===== config.mk =====
export PLATFORM = sky130hd
export DESIGN_NAME = acc_conv_ctrl
export DESIGN_NICKNAME = d
export VERILOG_FILES = /design/src/core/acc_pkg.sv /design/src/core/acc_conv_ctrl.sv /design/src/core/acc_clk_div.sv
export SDC_FILE = /design/constraint.sdc
export NUM_CORES = 1
export LEC_CHECK = 0
export CAP_MARGIN = 40
export CORE_MARGIN = 2
export CORE_UTILIZATION = 64
export DETAILED_ROUTE_END_ITERATION = 7
export DONT_BUFFER_PORTS = 1
export PLACE_DENSITY = 0.8
export SLEW_MARGIN = 20
export SYNTH_ARGS = -nofsm -noshare
export SYNTH_HDL_FRONTEND = slang
export SYNTH_SLANG_ARGS = --single-unit

===== constraint.sdc =====
create_clock -name ref_clk -period 5.24 [get_ports ref_clk]
set_input_delay 1.572 -clock ref_clk [delete_from_list [all_inputs] [get_ports ref_clk]]
set_output_delay 1.572 -clock ref_clk [all_outputs]
set_load 0.05 [all_outputs]

===== src/core/acc_pkg.sv =====
// Shared constants and types for the converter control block
package acc_pkg;

   // Register bus geometry
   localparam int ACC_AW = 3;                           // Register address width
   localparam int ACC_DW = 8;                           // Register data width

   // Register offsets
   localparam logic [2:0] ACC_REG_CTRL0    = 3'h0;      // converter_control_zero
   localparam logic [2:0] ACC_REG_CTRL1    = 3'h1;      // converter_control_one
   localparam logic [2:0] ACC_REG_TRIG     = 3'h2;      // Trigger configuration
   localparam logic [2:0] ACC_REG_DELAY    = 3'h3;      // trigger_delay_value
   localparam logic [2:0] ACC_REG_RES_HI   = 3'h4;      // result_high
   localparam logic [2:0] ACC_REG_RES_LO   = 3'h5;      // result_low
   localparam logic [2:0] ACC_REG_PINSEL_L = 3'h6;      // pin_function_select_low
   localparam logic [2:0] ACC_REG_PINSEL_H = 3'h7;      // pin_function_select_high

   // Control zero fields
   localparam int ACC_C0_BUSY  = 7;                     // Busy flag, read only
   localparam int ACC_C0_START = 6;                     // Start bit
   localparam int ACC_C0_EN    = 5;                     // Power enable
   localparam int ACC_C0_CH_LO = 0;                     // Channel field, four bits

   // Control one fields
   localparam int ACC_C1_SRC_LO = 5;                    // Source field, three bits
   localparam int ACC_C1_DIV_LO = 0;                    // Divide field, three bits

   // Trigger register fields
   localparam int ACC_TR_MODE   = 7;                    // 0 start bit, 1 delayed trigger
   localparam int ACC_TR_DLYEN  = 6;                    // Delay function enable
   localparam int ACC_TR_PWMSEL = 5;                    // 0 period event, 1 duty event
   localparam int ACC_TR_DUTY_LO = 0;                   // Duty event select, two bits

   // Reset values
   localparam logic [7:0] ACC_RST_REG = 8'h00;          // All registers clear
   localparam logic [9:0] ACC_RST_PIN = 10'h000;        // All pins digital

   // Source select codes
   localparam logic [2:0] ACC_SRC_AMP  = 3'h1;          // Amplifier output
   localparam logic [2:0] ACC_SRC_GND0 = 3'h2;          // Analog ground
   localparam logic [2:0] ACC_SRC_GND1 = 3'h3;          // Analog ground

   // Channel codes
   localparam int         ACC_NUM_CH   = 10;            // Analog channel pins
   localparam logic [3:0] ACC_CH_INT6  = 4'h6;          // Channel six, an ordinary pin
   localparam logic [3:0] ACC_CH_FLOAT = 4'he;          // Floating, as is every code from 10 up

   // Sequence timing in conversion clock periods
   localparam int ACC_SAMPLE_PER = 4;                   // Sampling phase
   localparam int ACC_CONV_PER   = 12;                  // Conversion phase
   localparam int ACC_RES_W      = 12;                  // Result width

   // Sequencer states
   typedef enum logic [1:0] {ACC_IDLE, ACC_SAMPLE, ACC_CONVERT} acc_state_t;

endpackage


===== src/core/acc_conv_ctrl.sv =====
// Converter control: clock divide, input selection, pin override, sequencer
`timescale 1ns/1ns
module acc_conv_ctrl
   import acc_pkg::*;
#(
   parameter int NUM_CH = ACC_NUM_CH,                   // Shared analog pins
   parameter int RES_W  = ACC_RES_W                     // Result width
) (
   // Clock, reset, enable
   input  wire logic              ref_clk,
   input  wire logic              sys_rst,
   input  wire logic              clk_en,
   // Register port
   input  wire logic [ACC_AW-1:0] reg_addr,
   input  wire logic [ACC_DW-1:0] reg_wdata,
   input  wire logic              reg_wr,
   input  wire logic              reg_rd,
   output logic      [ACC_DW-1:0] reg_rdata,
   // Trigger events from the PWM block
   input  wire logic              pwm_period_evt,       // Period match flag level
   input  wire logic [2:0]        pwm_duty_evt,         // Duty match flag levels
   // Shared pin control
   input  wire logic [NUM_CH-1:0] pin_pullup_req,       // Software pull-high enables
   input  wire logic [NUM_CH-1:0] pin_dir_out_req,      // Software output directions
   output logic      [NUM_CH-1:0] pin_pullup_en,        // Pull-high after override
   output logic      [NUM_CH-1:0] pin_out_en,           // Output driver after override
   output logic      [NUM_CH-1:0] pin_digital_en,       // Other pin functions allowed
   // Analog input switches
   output logic      [NUM_CH-1:0] analog_channel_pins,  // Per-channel switch closed
   output logic                   amplifier_output_sel, // Amplifier output switch
   output logic                   analog_ground_sel,    // Ground switch
   output logic                   input_floating,       // No source connected
   // Converter core
   output logic                   converter_power_enable,
   output logic                   sample_hold,          // High in the sampling phase
   output logic      [RES_W-1:0]  dac_code,             // Trial code for the comparator
   input  wire logic              cmp_in,               // High when input above trial
   // Status
   output logic                   conversion_busy_flag,
   output logic                   conv_done             // One-cycle end pulse
);

   // ---------------- Register storage ----------------
   logic [7:0]        ctrl0_ff;                         // Start, enable, channel
   logic [7:0]        ctrl1_ff;                         // Source, divide
   logic [7:0]        trig_ff;                          // Trigger setup
   logic [7:0]        trigger_delay_value_ff;           // Delay in system clocks
   logic [NUM_CH-1:0] pinsel_ff;                        // Analog mode per pin
   logic [RES_W-1:0]  result_ff;                        // Last conversion result
   logic [7:0]        rdata_ff;                         // Read data register

   // ---------------- Decoded fields ----------------
   logic       start_bit;                               // Current start bit
   logic [3:0] channel_select;                          // Channel field
   logic [2:0] source_select;                           // Source field
   logic [2:0] conv_clock_divide;                       // Divide field
   logic       trig_delayed;                            // Delayed trigger mode
   logic       dly_en;                                  // Delay function on
   logic       pwm_sel_duty;                            // Duty event selected
   logic [1:0] duty_sel;                                // Which duty event

   assign start_bit         = ctrl0_ff[ACC_C0_START];
   assign converter_power_enable = ctrl0_ff[ACC_C0_EN];
   assign channel_select    = ctrl0_ff[ACC_C0_CH_LO +: 4];
   assign source_select     = ctrl1_ff[ACC_C1_SRC_LO +: 3];
   assign conv_clock_divide = ctrl1_ff[ACC_C1_DIV_LO +: 3];
   assign trig_delayed      = trig_ff[ACC_TR_MODE];
   assign dly_en            = trig_ff[ACC_TR_DLYEN];
   assign pwm_sel_duty      = trig_ff[ACC_TR_PWMSEL];
   assign duty_sel          = trig_ff[ACC_TR_DUTY_LO +: 2];

   // ---------------- Write decode ----------------
   logic wr_ctrl0;                                      // Control zero write
   logic wr_ctrl1;                                      // Control one write
   logic wr_trig;                                       // Trigger write
   logic wr_delay;                                      // Delay write
   logic wr_pin_lo;                                     // Pin select low write
   logic wr_pin_hi;                                     // Pin select high write

   assign wr_ctrl0  = reg_wr && (reg_addr == ACC_REG_CTRL0);
   assign wr_ctrl1  = reg_wr && (reg_addr == ACC_REG_CTRL1);
   assign wr_trig   = reg_wr && (reg_addr == ACC_REG_TRIG);
   assign wr_delay  = reg_wr && (reg_addr == ACC_REG_DELAY);
   assign wr_pin_lo = reg_wr && (reg_addr == ACC_REG_PINSEL_L);
   assign wr_pin_hi = reg_wr && (reg_addr == ACC_REG_PINSEL_H);

   // Control registers; busy bit is not stored here
   always_ff @(posedge ref_clk or posedge sys_rst) begin
      if (sys_rst) begin
         ctrl0_ff               <= ACC_RST_REG;
         ctrl1_ff               <= ACC_RST_REG;
         trig_ff                <= ACC_RST_REG;
         trigger_delay_value_ff <= ACC_RST_REG;
      end else if (clk_en) begin
         if (wr_ctrl0) begin
            ctrl0_ff <= {1'b0, reg_wdata[6:5], 1'b0, reg_wdata[3:0]};
         end
         if (wr_ctrl1) begin
            ctrl1_ff <= {reg_wdata[7:5], 2'b00, reg_wdata[2:0]};
         end
         if (wr_trig) begin
            trig_ff <= {reg_wdata[7:5], 3'b000, reg_wdata[1:0]};
         end
         if (wr_delay) begin
            trigger_delay_value_ff <= reg_wdata;
         end
      end
   end

   // Pin function select, low register holds pins 0..7
   genvar gp;
   generate
      for (gp = 0; gp < NUM_CH; gp++) begin : g_pin
         logic pin_wr;                                  // This pin's register written
         logic pin_val;                                 // Written value for this pin
         assign pin_wr  = (gp < 8) ? wr_pin_lo : wr_pin_hi;
         assign pin_val = reg_wdata[gp % 8];
         always_ff @(posedge ref_clk or posedge sys_rst) begin
            if (sys_rst) begin
               pinsel_ff[gp] <= ACC_RST_PIN[0];
            end else if (clk_en && pin_wr) begin
               pinsel_ff[gp] <= pin_val;
            end
         end
         // Analog mode forces the pin away from its digital roles
         assign pin_digital_en[gp] = !pinsel_ff[gp];
         assign pin_pullup_en[gp]  = pin_pullup_req[gp] && !pinsel_ff[gp];
         assign pin_out_en[gp]     = pin_dir_out_req[gp] && !pinsel_ff[gp];
      end
   endgenerate

   // ---------------- Input selection ----------------
   logic src_amp;                                       // Amplifier selected
   logic src_gnd;                                       // Ground selected
   logic src_ext;                                       // External channel selected
   logic ch_valid;                                      // Channel code names a pin

   assign src_amp  = (source_select == ACC_SRC_AMP);
   assign src_gnd  = (source_select == ACC_SRC_GND0) ||
                     (source_select == ACC_SRC_GND1);
   assign src_ext  = !src_amp && !src_gnd;
   assign ch_valid = (channel_select < 4'(NUM_CH));

   // Switches open while unpowered so nothing is joined to a dead input
   assign amplifier_output_sel = converter_power_enable && src_amp;
   assign analog_ground_sel    = converter_power_enable && src_gnd;
   assign input_floating       = converter_power_enable && src_ext && !ch_valid;

   // One switch per channel; code six closes pin six like any other
   genvar gc;
   generate
      for (gc = 0; gc < NUM_CH; gc++) begin : g_ch
         assign analog_channel_pins[gc] = converter_power_enable && src_ext &&
                                          (channel_select == 4'(gc));
      end
   endgenerate

   // ---------------- Triggering ----------------
   logic       start_prev_ff;                           // Start bit last cycle
   logic       sw_start;                                // Start bit fell
   logic       pwm_sel_evt;                             // Chosen PWM flag level
   logic       pwm_prev_ff;                             // That flag last cycle
   logic       pwm_rise;                                // Flag went 0 to 1
   logic       dly_pend_ff;                             // Delay count running
   logic [7:0] dly_cnt_ff;                              // Remaining system clocks
   logic       dly_fire;                                // Delay elapsed
   logic       hw_start;                                // Delayed mode start
   logic       start_req;                               // Any start request
   logic       start_ok;                                // Start accepted

   // Start on the high-then-low pattern of the start bit
   assign sw_start    = start_prev_ff && !start_bit && !trig_delayed;
   assign pwm_sel_evt = pwm_sel_duty ? pwm_duty_evt[(duty_sel == 2'b11) ? 2'd2 : duty_sel]
                                     : pwm_period_evt;
   assign pwm_rise    = pwm_sel_evt && !pwm_prev_ff && trig_delayed;
   assign dly_fire    = dly_pend_ff && (dly_cnt_ff == 8'h01);
   // Zero delay or delay off starts at once
   assign hw_start    = dly_fire ||
                        (pwm_rise && (!dly_en || (trigger_delay_value_ff == 8'h00)));
   assign start_req   = sw_start || hw_start;

   // Edge history for both trigger sources
   always_ff @(posedge ref_clk or posedge sys_rst) begin
      if (sys_rst) begin
         start_prev_ff <= 1'b0;
         pwm_prev_ff   <= 1'b0;
      end else if (clk_en) begin
         start_prev_ff <= start_bit;
         pwm_prev_ff   <= pwm_sel_evt;
      end
   end

   // Delay counter in system clocks after the PWM event
   always_ff @(posedge ref_clk or posedge sys_rst) begin
      if (sys_rst) begin
         dly_pend_ff <= 1'b0;
         dly_cnt_ff  <= 8'h00;
      end else if (clk_en) begin
         if (pwm_rise && dly_en && (trigger_delay_value_ff != 8'h00)) begin
            dly_pend_ff <= 1'b1;
            dly_cnt_ff  <= trigger_delay_value_ff;
         end else if (dly_fire || !trig_delayed) begin
            dly_pend_ff <= 1'b0;
         end else if (dly_pend_ff) begin
            dly_cnt_ff  <= dly_cnt_ff - 8'h01;
         end
      end
   end

   // ---------------- Sequencer ----------------
   acc_state_t       state_ff;                          // Sequencer state
   acc_state_t       nxt_state;                         // Next state
   logic [3:0]       per_cnt_ff;                        // Periods done in this phase
   logic [3:0]       nxt_per_cnt;                       // Next period count
   logic [RES_W-1:0] sar_ff;                            // Successive approximation code
   logic [RES_W-1:0] nxt_sar;                           // Next code
   logic [RES_W-1:0] trial_bit_ff;                      // Bit under test
   logic             tick;                              // Conversion clock period end
   logic             running;                           // Sequence active
   logic             last_period;                       // Final conversion period ends

   assign running     = (state_ff != ACC_IDLE);
   assign start_ok    = start_req && converter_power_enable && !running;
   assign last_period = (state_ff == ACC_CONVERT) && tick &&
                        (per_cnt_ff == 4'(ACC_CONV_PER - 1));

   // Conversion clock runs only during a conversion
   acc_clk_div #(
      .DIV_W             (3)
   ) u_clk_div (
      .ref_clk           (ref_clk),
      .sys_rst           (sys_rst),
      .clk_en            (clk_en),
      .run               (running),
      .conv_clock_divide (conv_clock_divide),
      .tick              (tick)
   );

   // Keep the trial bit when the comparator says input is higher
   always_comb begin
      nxt_sar = sar_ff;
      if (state_ff == ACC_CONVERT && tick) begin
         nxt_sar = cmp_in ? sar_ff : (sar_ff & ~trial_bit_ff);
         nxt_sar = nxt_sar | (trial_bit_ff >> 1);
      end
   end

   // Phase order and period counts
   always_comb begin
      nxt_state   = state_ff;
      nxt_per_cnt = per_cnt_ff;
      case (state_ff)
         ACC_IDLE: begin
            // Wait for an accepted start
            if (start_ok) begin
               nxt_state   = ACC_SAMPLE;
               nxt_per_cnt = 4'h0;
            end
         end
         ACC_SAMPLE: begin
            // Hold the input for the sampling periods
            if (tick) begin
               if (per_cnt_ff == 4'(ACC_SAMPLE_PER - 1)) begin
                  nxt_state   = ACC_CONVERT;
                  nxt_per_cnt = 4'h0;
               end else begin
                  nxt_per_cnt = per_cnt_ff + 4'h1;
               end
            end
         end
         ACC_CONVERT: begin
            // One result bit per period
            if (last_period) begin
               nxt_state   = ACC_IDLE;
               nxt_per_cnt = 4'h0;
            end else if (tick) begin
               nxt_per_cnt = per_cnt_ff + 4'h1;
            end
         end
         default: begin
            nxt_state   = ACC_IDLE;
            nxt_per_cnt = 4'h0;
         end
      endcase
      // Power off aborts any conversion
      if (!converter_power_enable) begin
         nxt_state   = ACC_IDLE;
         nxt_per_cnt = 4'h0;
      end
   end

   // Sequencer registers
   always_ff @(posedge ref_clk or posedge sys_rst) begin
      if (sys_rst) begin
         state_ff     <= ACC_IDLE;
         per_cnt_ff   <= 4'h0;
         sar_ff       <= '0;
         trial_bit_ff <= '0;
      end else if (clk_en) begin
         state_ff   <= nxt_state;
         per_cnt_ff <= nxt_per_cnt;
         if (start_ok) begin
            sar_ff       <= RES_W'(1) << (RES_W - 1);
            trial_bit_ff <= RES_W'(1) << (RES_W - 1);
         end else begin
            sar_ff <= nxt_sar;
            if (state_ff == ACC_CONVERT && tick) begin
               trial_bit_ff <= trial_bit_ff >> 1;
            end
         end
      end
   end

   // Result register, written on the last period, cleared on power off
   always_ff @(posedge ref_clk or posedge sys_rst) begin
      if (sys_rst) begin
         result_ff <= '0;
      end else if (clk_en) begin
         if (!converter_power_enable) begin
            result_ff <= '0;
         end else if (last_period) begin
            result_ff <= nxt_sar & ~(trial_bit_ff >> 1);
         end
      end
   end

   // Busy follows the sequencer, done marks the final period
   assign conversion_busy_flag = running;
   assign conv_done            = clk_en && last_period;
   assign sample_hold          = (state_ff == ACC_SAMPLE);
   assign dac_code             = sar_ff;

   // ---------------- Read path ----------------
   logic [7:0] rd_mux;                                  // Selected read value

   always_comb begin
      case (reg_addr)
         ACC_REG_CTRL0:    rd_mux = ctrl0_ff | {running, 7'h00};
         ACC_REG_CTRL1:    rd_mux = ctrl1_ff;
         ACC_REG_TRIG:     rd_mux = trig_ff;
         ACC_REG_DELAY:    rd_mux = trigger_delay_value_ff;
         ACC_REG_RES_HI:   rd_mux = {4'h0, result_ff[11:8]};
         ACC_REG_RES_LO:   rd_mux = result_ff[7:0];
         ACC_REG_PINSEL_L: rd_mux = pinsel_ff[7:0];
         ACC_REG_PINSEL_H: rd_mux = {6'h00, pinsel_ff[9:8]};
         default:          rd_mux = 8'h00;
      endcase
   end

   // Read data valid only in the cycle after the strobe
   always_ff @(posedge ref_clk or posedge sys_rst) begin
      if (sys_rst) begin
         rdata_ff <= 8'h00;
      end else if (clk_en) begin
         rdata_ff <= reg_rd ? rd_mux : 8'h00;
      end
   end

   assign reg_rdata = rdata_ff;

endmodule // acc_conv_ctrl


===== src/core/acc_clk_div.sv =====
// Conversion clock tick generator, power-of-two divider
`timescale 1ns/1ns
module acc_clk_div
   import acc_pkg::*;
#(
   parameter int DIV_W = 3                              // Divide code width
) (
   // Clock and reset
   input  wire logic             ref_clk,
   input  wire logic             sys_rst,
   input  wire logic             clk_en,
   // Control
   input  wire logic             run,                   // Counts only while high
   input  wire logic [DIV_W-1:0] conv_clock_divide,     // Code n divides by 2**n
   // Tick out
   output logic                  tick                   // One cycle per conversion clock
);

   localparam int CNT_W = (1 << DIV_W) - 1;             // Wide enough for largest ratio

   logic [CNT_W-1:0] cnt_ff;                            // Free count within one period
   logic [CNT_W-1:0] nxt_cnt;                           // Next count
   logic [CNT_W-1:0] wrap_mask;                         // Ratio minus one

   // Period end when the low bits of the count are all ones
   assign wrap_mask = CNT_W'((1 << conv_clock_divide) - 1);
   assign tick      = run && ((cnt_ff & wrap_mask) == wrap_mask);
   assign nxt_cnt   = run ? (tick ? '0 : cnt_ff + 1'b1) : '0;

   // Counter, restarts so each conversion sees whole periods
   always_ff @(posedge ref_clk or posedge sys_rst) begin
      if (sys_rst) begin
         cnt_ff <= '0;
      end else if (clk_en) begin
         cnt_ff <= nxt_cnt;
      end
   end

endmodule // acc_clk_div


### After elaboration in Yosys (flattened, before gate mapping)

Cells that the tools add are included.

| storage, ports and cells | value |
|---|---|
| flip-flop bits (word level) | 103 |
| output and inout bits | 67 |

| operators by class | value |
|---|---|
| add/subtract/negate cells | 4 |
| magnitude comparators | 2 |
| eq/ne operators | 33 |
| shift-type cells | 1 |
| muxes and demuxes | 33 |
| bitwise operators | 7 |
| reduce and logical (&&, ||, !) cells | 99 |

Operator list:

| kind | count |
|---|---|
| $mux 12 | 7 |
| $pmux 8 s8 | 1 |
| $logic_and 1x1->1 | 57 |
| $mux 8 | 4 |
| $and 12x12->12 | 2 |
| $mux 4 | 6 |
| $logic_not 1->1 | 18 |
| $eq 4x3->1 const B | 4 |
| $mux 7 | 2 |
| $reduce_and 2->1 | 7 |
| $eq 3x2->1 const B | 4 |
| $eq 3x3->1 const B | 4 |
| $eq 4x2->1 const B | 3 |
| $eq 4x4->1 const B | 3 |
| $mux 2 | 6 |
| $not 11->12 | 1 |
| $not 12->12 | 1 |
| $or 12x11->12 | 1 |
| $pmux 4 s3 | 1 |
| $eq 8x1->1 const B | 1 |
| $logic_not 8->1 | 1 |
| $or 7x8->8 | 1 |
| $reduce_bool 2->1 | 4 |
| $reduce_bool 8->1 | 1 |
| 28 further kinds | 39 |

### Logic depth before layout (Yosys ltp)

Gate-level depths: netlist (run 1).

| logic depth | value |
|---|---|
| depth after elaboration | 15 |
| depth in mapped cells | 9 |
| mapped depth without buffers | 8 |

### Cells and area by module

Synthesis (run 1) repeated with hierarchy kept, for this count alone.

| second synthesis, totals | value |
|---|---|
| cell total of the unflattened synthesis | 594 |
| area total of the unflattened synthesis | 5,689.2 um^2 |

By module, submodules not included:

| module | times used | cells each | area an instance (um^2) | seq. area each (um^2) |
|---|---|---|---|---|
| acc_conv_ctrl | 1 | 539 | 5,193.7 | 2,402.3 |
| acc_clk_div | 1 | 55 | 495.5 | 175.2 |

### Worst setup path before layout (run 1)

No wires, ideal clock.

| timing | value |
|---|---|
| kind | reg-to-output |
| start | register ctrl0_ff[5] |
| end | output port analog_channel_pins[2] |
| arrival time | 2,917 ps |
| path slack | 751 ps |
| cell stages (with the launch flop) | 6 |
| path buffers | 2 |
| cell sequence | dfrtp_1 > clkbuf_1 > clkbuf_1 > o21a_1 > nand2_1 > nor4_1 |

| between the ends | value |
|---|---|
| longest elaborated chain between the ends | 2 |

RTL lines:

| what | RTL line | text |
|---|---|---|
| from (decl) | acc_conv_ctrl.sv:44 | `logic [7:0] ctrl0_ff;` |
| from (signal assigned) | acc_conv_ctrl.sv:96 | `ctrl0_ff <= {1'b0, reg_wdata[6:5], 1'b0, reg_wdata[3:0]};` |
| $logic_and 1x1->1 (2 in series) | acc_conv_ctrl.sv:153 | `assign analog_channel_pins[gc] = converter_power_enable && src_ext &&` |
| to (decl) | acc_conv_ctrl.sv:29 | `output logic [NUM_CH-1:0] analog_channel_pins,` |

Every way passes these cells.

### Worst setup path in the final report (run 1)

| timing | value |
|---|---|
| start | input port clk_en |
| end | output port conv_done |

| between the ends | value |
|---|---|
| longest elaborated chain between the ends | 1 |

RTL lines:

| what | RTL line | text |
|---|---|---|
| from (decl) | acc_conv_ctrl.sv:12 | `input wire logic clk_en,` |
| $logic_and 1x1->1 | acc_conv_ctrl.sv:329 | `assign conv_done = clk_en && last_period;` |
| to (decl) | acc_conv_ctrl.sv:40 | `output logic conv_done` |

Every way passes these cells.

==> results of run 1 <==
==> cell type report <==
class	count	area share
clock buffer	10	0.02309
clock inverter	6	0.01239
inverter	37	0.02372
multi-input combinational	386	0.4359
sequential	103	0.4325
tap	105	0.02204
timing repair buffer	38	0.05039
==> critical path: stages <==
cell	delay, ns
nor4b_4	0.15
buf_4	0.30
and3_1	0.55
==> worst paths after layout <==
kind	start	to	slack [ns]
worst max-delay path	clk_en	conv_done	1.09
max in group asynchronous	sys_rst	dly_cnt_ff[4]	3.22
min in group asynchronous	sys_rst	per_cnt_ff[2]	1.04
worst min register to register	result_ff[8]	result_ff[8]	0.48
worst max register to register	state_ff[0]	result_ff[5]	2.36
worst min-delay path	result_ff[8]	result_ff[8]	0.48
==> synthesized netlist by cell type, types with 4 or more instances <==
cell,count,share of area
or3_1,4,0.0046
dfrtp_1,103,0.48
a31oi_1,6,0.0069
nand3_1,13,0.012
a21oi_1,14,0.013
mux2i_1,8,0.015
and3_1,5,0.0058
a22o_1,20,0.032
inv_1,37,0.026
nand2b_1,8,0.0092
o32ai_1,4,0.0065
nand2_1,69,0.048
o21ai_0,36,0.033
nor2b_1,25,0.029
nor2_1,35,0.024
nor3_1,10,0.0092
a221oi_1,5,0.0081
clkbuf_1,21,0.015
buf_1,4,0.0028
a21o_1,18,0.025
mux2_2,33,0.069
ha_1,8,0.018
a2111oi_0,8,0.013
o221ai_1,5,0.0081
==> power groups by stage <==
stage                     clock network (uW)  registers, uW  logic [uW]
after global routing                     572           1120         837
after global placement                     0           1110         700
final                                    525           1110         770
after CTS                                534           1100         772
after floorplan                            0           1060         633
after detailed placement                   0           1120         768
==> cells by family after synthesis <==
family                   synth area share
AO/OA/AOI/OAI                      0.2024
adder cells (fa/ha/maj)           0.01848
buffers and inverters             0.04782
flip-flops                         0.4759
multiplexers                      0.09171
AND/OR/NAND/NOR                    0.1638
==> registers in the layout, summed over array words and instances, names as in the netlist, 2 cells and up <==
register and flops:
pinsel_ff 10, per_cnt_ff 4, ctrl0_ff 6, trial_bit_ff 12, trigger_delay_value_ff 8, state_ff 2, reg_rdata 8, u_clk_div.cnt_ff 7
dac_code 12, dly_cnt_ff 8, ctrl1_ff 6, trig_ff 5, result_ff 12
==> routing by layer <==
layer  up-vias  share of wire
met1      2177           0.39
li1       2034              -
met2       187           0.50
met4         0          0.030
met3        38          0.074
met5         -              0
==> stage by stage <==
step	area, um^2	instances	util	total power [uW]	hold WS, ns
6_report	5959	685	0.7253	2402	0.4824
5_1_grt	5959	685	0.7253	2532	0.5130
4_1_cts	5952	684	0.7244	2407	0.4862
3_5_place_dp	5741	668	0.6986	1884	0.4630
3_3_place_gp	5538	643	0.6740	1807	0.4547
2_1_floorplan	5416	555	-	1698	0.4429
==> flow_summary.yaml, run 1 <==
outcome:
  status: "finished, final reports clean"
floorplan:
  row_count: 33
  die_y_um: 96.00
  start_util: 0.6592
  die_width_um: 96.00
  design.core.area_um2: 8217
  die_area_um2: 9215
  io_pins: 108
finish:
  fillers: 616
  multi_input_area_um2: 2597
  drive_above_1_share: 0.1707
  regArea_um2: 2577
  nets: 624
  final_cell_mix: "103 x dfrtp_1, 69 x nand2_1, 36 x inv_1, 36 x o21ai_0, 35 x nor2_1"
  antenna-diode-count: 0
  final_common_cell: "dfrtp_1"
  area_delta_synth_final_pct: 10.03
setup_path:
  crit_type: "primary input to primary output"
  reg2reg_depth: 7
  crit_fanout: 49
  worstSetupEndpointType: "primary output"
  arrival_ns: 2.58
  critPathLaunchType: "primary input"
  cp.required_ns: 3.67
place:
  detailed_place_hpwl_um: 9798
  place_ws_ns: 1.080
  place.gp.congestion: 0.8980
  portBuffers: 0
clock_tree:
  clk_path_buf_depth: 2
  root_buffer: "clkbuf_8"
  cts_tree: "built"
  clk_latency_ns: 0.38
  post_cts_buffers: 0
  cts_buffers: 9
  cts-resized-gates: 0
  clk_pin_slew_worst_paths_ns: 0.09
  cts.htree.levels: 3
  cts_hold_buffers: 0
  cts.sinks: 103
power_and_ir_drop:
  p_leak_uw: 0.002737
  pwr-share-seq: 0.461
  ir_worst_vdd_uv: 215.2
  internal_power_uw: 1414
  power_switching_uw: 988.5
  power.share.switching: 0.4115
  power_frac_comb: 0.320
  p_per_area_nw_per_um2: 403.1
  clkPwrFrac: 0.219
synth:
  ys.flop_type: "dfrtp_1"
  synth-seq-cells: 103
  synth_area_um2: 5416
  syn_area_per_cell_um2: 9.759
  synth_cell_type_count: 59
  synth_edf_count: 0
  synthesis.nets: 604
  synthArstFlopShare: 1.000
  yosysSeqAreaShare: 0.4759
  ys_warn_count: 0
  syn_inst: 555
timing:
  tightest_slew_ns: 0.8928
  period_share: 0.7929
  hold_viol: 0
  finalSetupViolCount: 0
  slew_headroom: 0.4026
  slew_viol_final: 0
  finalSetupTns_ns: 0
  skew_ns: 0.008679
  grt_setup_unrepaired: "false"
  worst_slack_ns: 1.085
  period_needed_ns: 4.155
  fmax_ghz: 0.2407
detailed_routing:
  post_drt_via_cell_ratio: 6.476
  drc: 0
  firstDrtPassIters: 6
  drtIter0Drc: 283
  via_count: 4436
  ant_nets: 0
  wirelength_um: 13410
  wire_per_inst_um: 19.58
global_route:
  grt.busiest_layer: "met2"
  first_global_vias: 4257
  use_met2: 0.4977
  grt_first_pass_wirelength_um: 21240
  grtUsageMet3: 0.09162
  grt_use_met1: 0.3861
  grt_max_degree: 50
  antenna_found_initial: 0
  track_usage: 0.3068
  grt_overflow: 0
min_path:
  hold_path_depth: 1
  hold_path.class: "flop to flop"
flow_run:
  max_cap_viol_count: 0
Power figures use the tool's default switching activity.
==> run 2, diff against run 1 <==
--- a/config.mk
+++ b/config.mk
@@ -7,10 +7,10 @@
 export LEC_CHECK = 0
 export CAP_MARGIN = 40
 export CORE_MARGIN = 2
-export CORE_UTILIZATION = 64
+export CORE_UTILIZATION = 58
 export DETAILED_ROUTE_END_ITERATION = 7
 export DONT_BUFFER_PORTS = 1
-export PLACE_DENSITY = 0.8
+export PLACE_DENSITY = 0.76
 export SLEW_MARGIN = 20
 export SYNTH_ARGS = -nofsm -noshare
 export SYNTH_HDL_FRONTEND = slang
==> constraint.sdc (replaced) <==
create_clock -name ref_clk -period 3.5 [get_ports ref_clk]
set_input_delay 1.05 -clock ref_clk [delete_from_list [all_inputs] [get_ports ref_clk]]
set_output_delay 1.05 -clock ref_clk [all_outputs]
set_load 0.05 [all_outputs]
==> flow_summary.yaml, run 2 (synthesis results as in run 1) <==
min_path:
  hold_path.class: "flop to flop"
setup_path:
  critPathLaunchType: "flop"
  cp.required_ns: 2.45
  critical-path-top-delay-family: "simple AND/OR/NAND/NOR gates"
  crit_buf_inv: 1
  worstSetupEndpointType: "primary output"
  slowest_stage: "and3_1"
  arrival_ns: 2.29
  crit_chain: "inv_1, ha_1, a221o_2, nor4b_4, and3_1"
  crit_fanout: 7
  cp_slowest_stage_delay_ns: 0.53
  crit_type: "flop to primary output"
clock_tree:
  cts.htree.levels: 3
  clk_latency_ns: 0.38
  cts_hold_buffers: 0
  cts-resized-gates: 0
  clk_pin_slew_worst_paths_ns: 0.11
  post_cts_buffers: 0
  clk_path_buf_depth: 2
  root_buffer: "clkbuf_8"
  cts_tree: "built"
  cts.sinks: 103
  cts_buffers: 9
timing:
  grt_setup_unrepaired: "false"
  fmax_ghz: 0.2997
  slew_viol_final: 0
  hold_viol: 0
  finalSetupTns_ns: 0
  period_needed_ns: 3.337
  finalSetupViolCount: 0
  slew_headroom: 0.3873
  whs_ns: 0.4933
  period_share: 0.9533
  skew_ns: 0.01414
  tightest_slew_ns: 0.9121
detailed_routing:
  post_drt_via_cell_ratio: 6.381
  drtIter0Drc: 312
  firstDrtPassIters: 5
  wirelength_um: 13210
  wire_per_inst_um: 19.00
  drc: 0
  via_count: 4435
  ant_nets: 0
flow_run:
  max_cap_viol_count: 0
floorplan:
  row_count: 35
  start_util: 0.5918
  io_pins: 108
  die_width_um: 100.6
  design.core.area_um2: 9153
  die_y_um: 100.6
  die_area_um2: 10130
global_route:
  grt_max_degree: 104
  grt.busiest_layer: "met2"
  first_global_vias: 4238
  use_met2: 0.4533
  track_usage: 0.2697
  grt_first_pass_wirelength_um: 21330
  antenna_found_initial: 0
  grtUsageMet3: 0.06449
  grt_use_met1: 0.3511
  grt_overflow: 0
power_and_ir_drop:
  p_leak_uw: 0.002751
  ir_worst_vdd_uv: 298.3
  p_per_area_nw_per_um2: 587.2
finish:
  final_cell_area_um2: 5984
  drive_above_1_share: 0.1815
  nets: 628
  area_delta_synth_final_pct: 10.49
  final_common_cell: "dfrtp_1"
  final_cells: 695
  antenna-diode-count: 0
  final_cell_mix: "103 x dfrtp_1, 69 x nand2_1, 39 x buf_4"
place:
  place_inst: 678
  place.gp.congestion: 0.9076
  detailed_place_hpwl_um: 9432
  portBuffers: 0
  place_area_um2: 5789
outcome:
  status: "finished, final reports clean"
## run 2: cell types whose count changed in the layout (fill, tap and decap cells not counted), moves of 2 or more
cell and delta:
inv_8 +2, nor3_2 +3, buf_4 +5, nor3_1 -3
## run 2: power by group
part,total (uW),internal (uW),switching (uW)
Clock,719,276,443
Sequential,1650,1370,279
Combinational,1140,388,755
## run 2: path summary, 6_finish.rpt
kind / start / endpoint / slack [ns] / cells after the start
max reg2reg: state_ff[0] / result_ff[6] / 0.74 / 7
min reg2reg: result_ff[2] / result_ff[2] / 0.49 / 1
min in group asynchronous: sys_rst / pinsel_ff[0] / 0.66 / 2
min: result_ff[2] / result_ff[2] / 0.49 / 1
max in group asynchronous: sys_rst / reg_rdata[1] / 2.40 / 2
max: state_ff[0] / conv_done / 0.16 / 5
## run 2: layout make-up
cell class | instances | area [um^2]
fill | 729 | 3168
multi-input combinational | 386 | 2613
inverter | 37 | 142.6
tap | 111 | 138.9
clock inverter | 7 | 63.81
clock buffer | 9 | 123.9
sequential | 103 | 2577
timing repair buffer | 42 | 325.3
## run 2: layer usage
| layer | up-vias | share of wire |
|---|---|---|
| met3 | 19 | 0.077 |
| met2 | 179 | 0.50 |
| met1 | 2195 | 0.41 |
| li1 | 2042 | - |
| met5 | - | 0 |
| met4 | 0 | 0.018 |
## run 2: stage by stage
stage / utilization / power, uW / setup WS [ns]
2_1_floorplan: - / 2550 / 0.08135
3_3_place_gp: 0.6320 / 2765 / 0.6224
3_5_place_dp: 0.6325 / 2806 / 0.5602
4_1_cts: 0.6530 / 3526 / 0.1363
5_1_grt: 0.6539 / 3710 / 0.05308
6_report: 0.6539 / 3514 / 0.1634
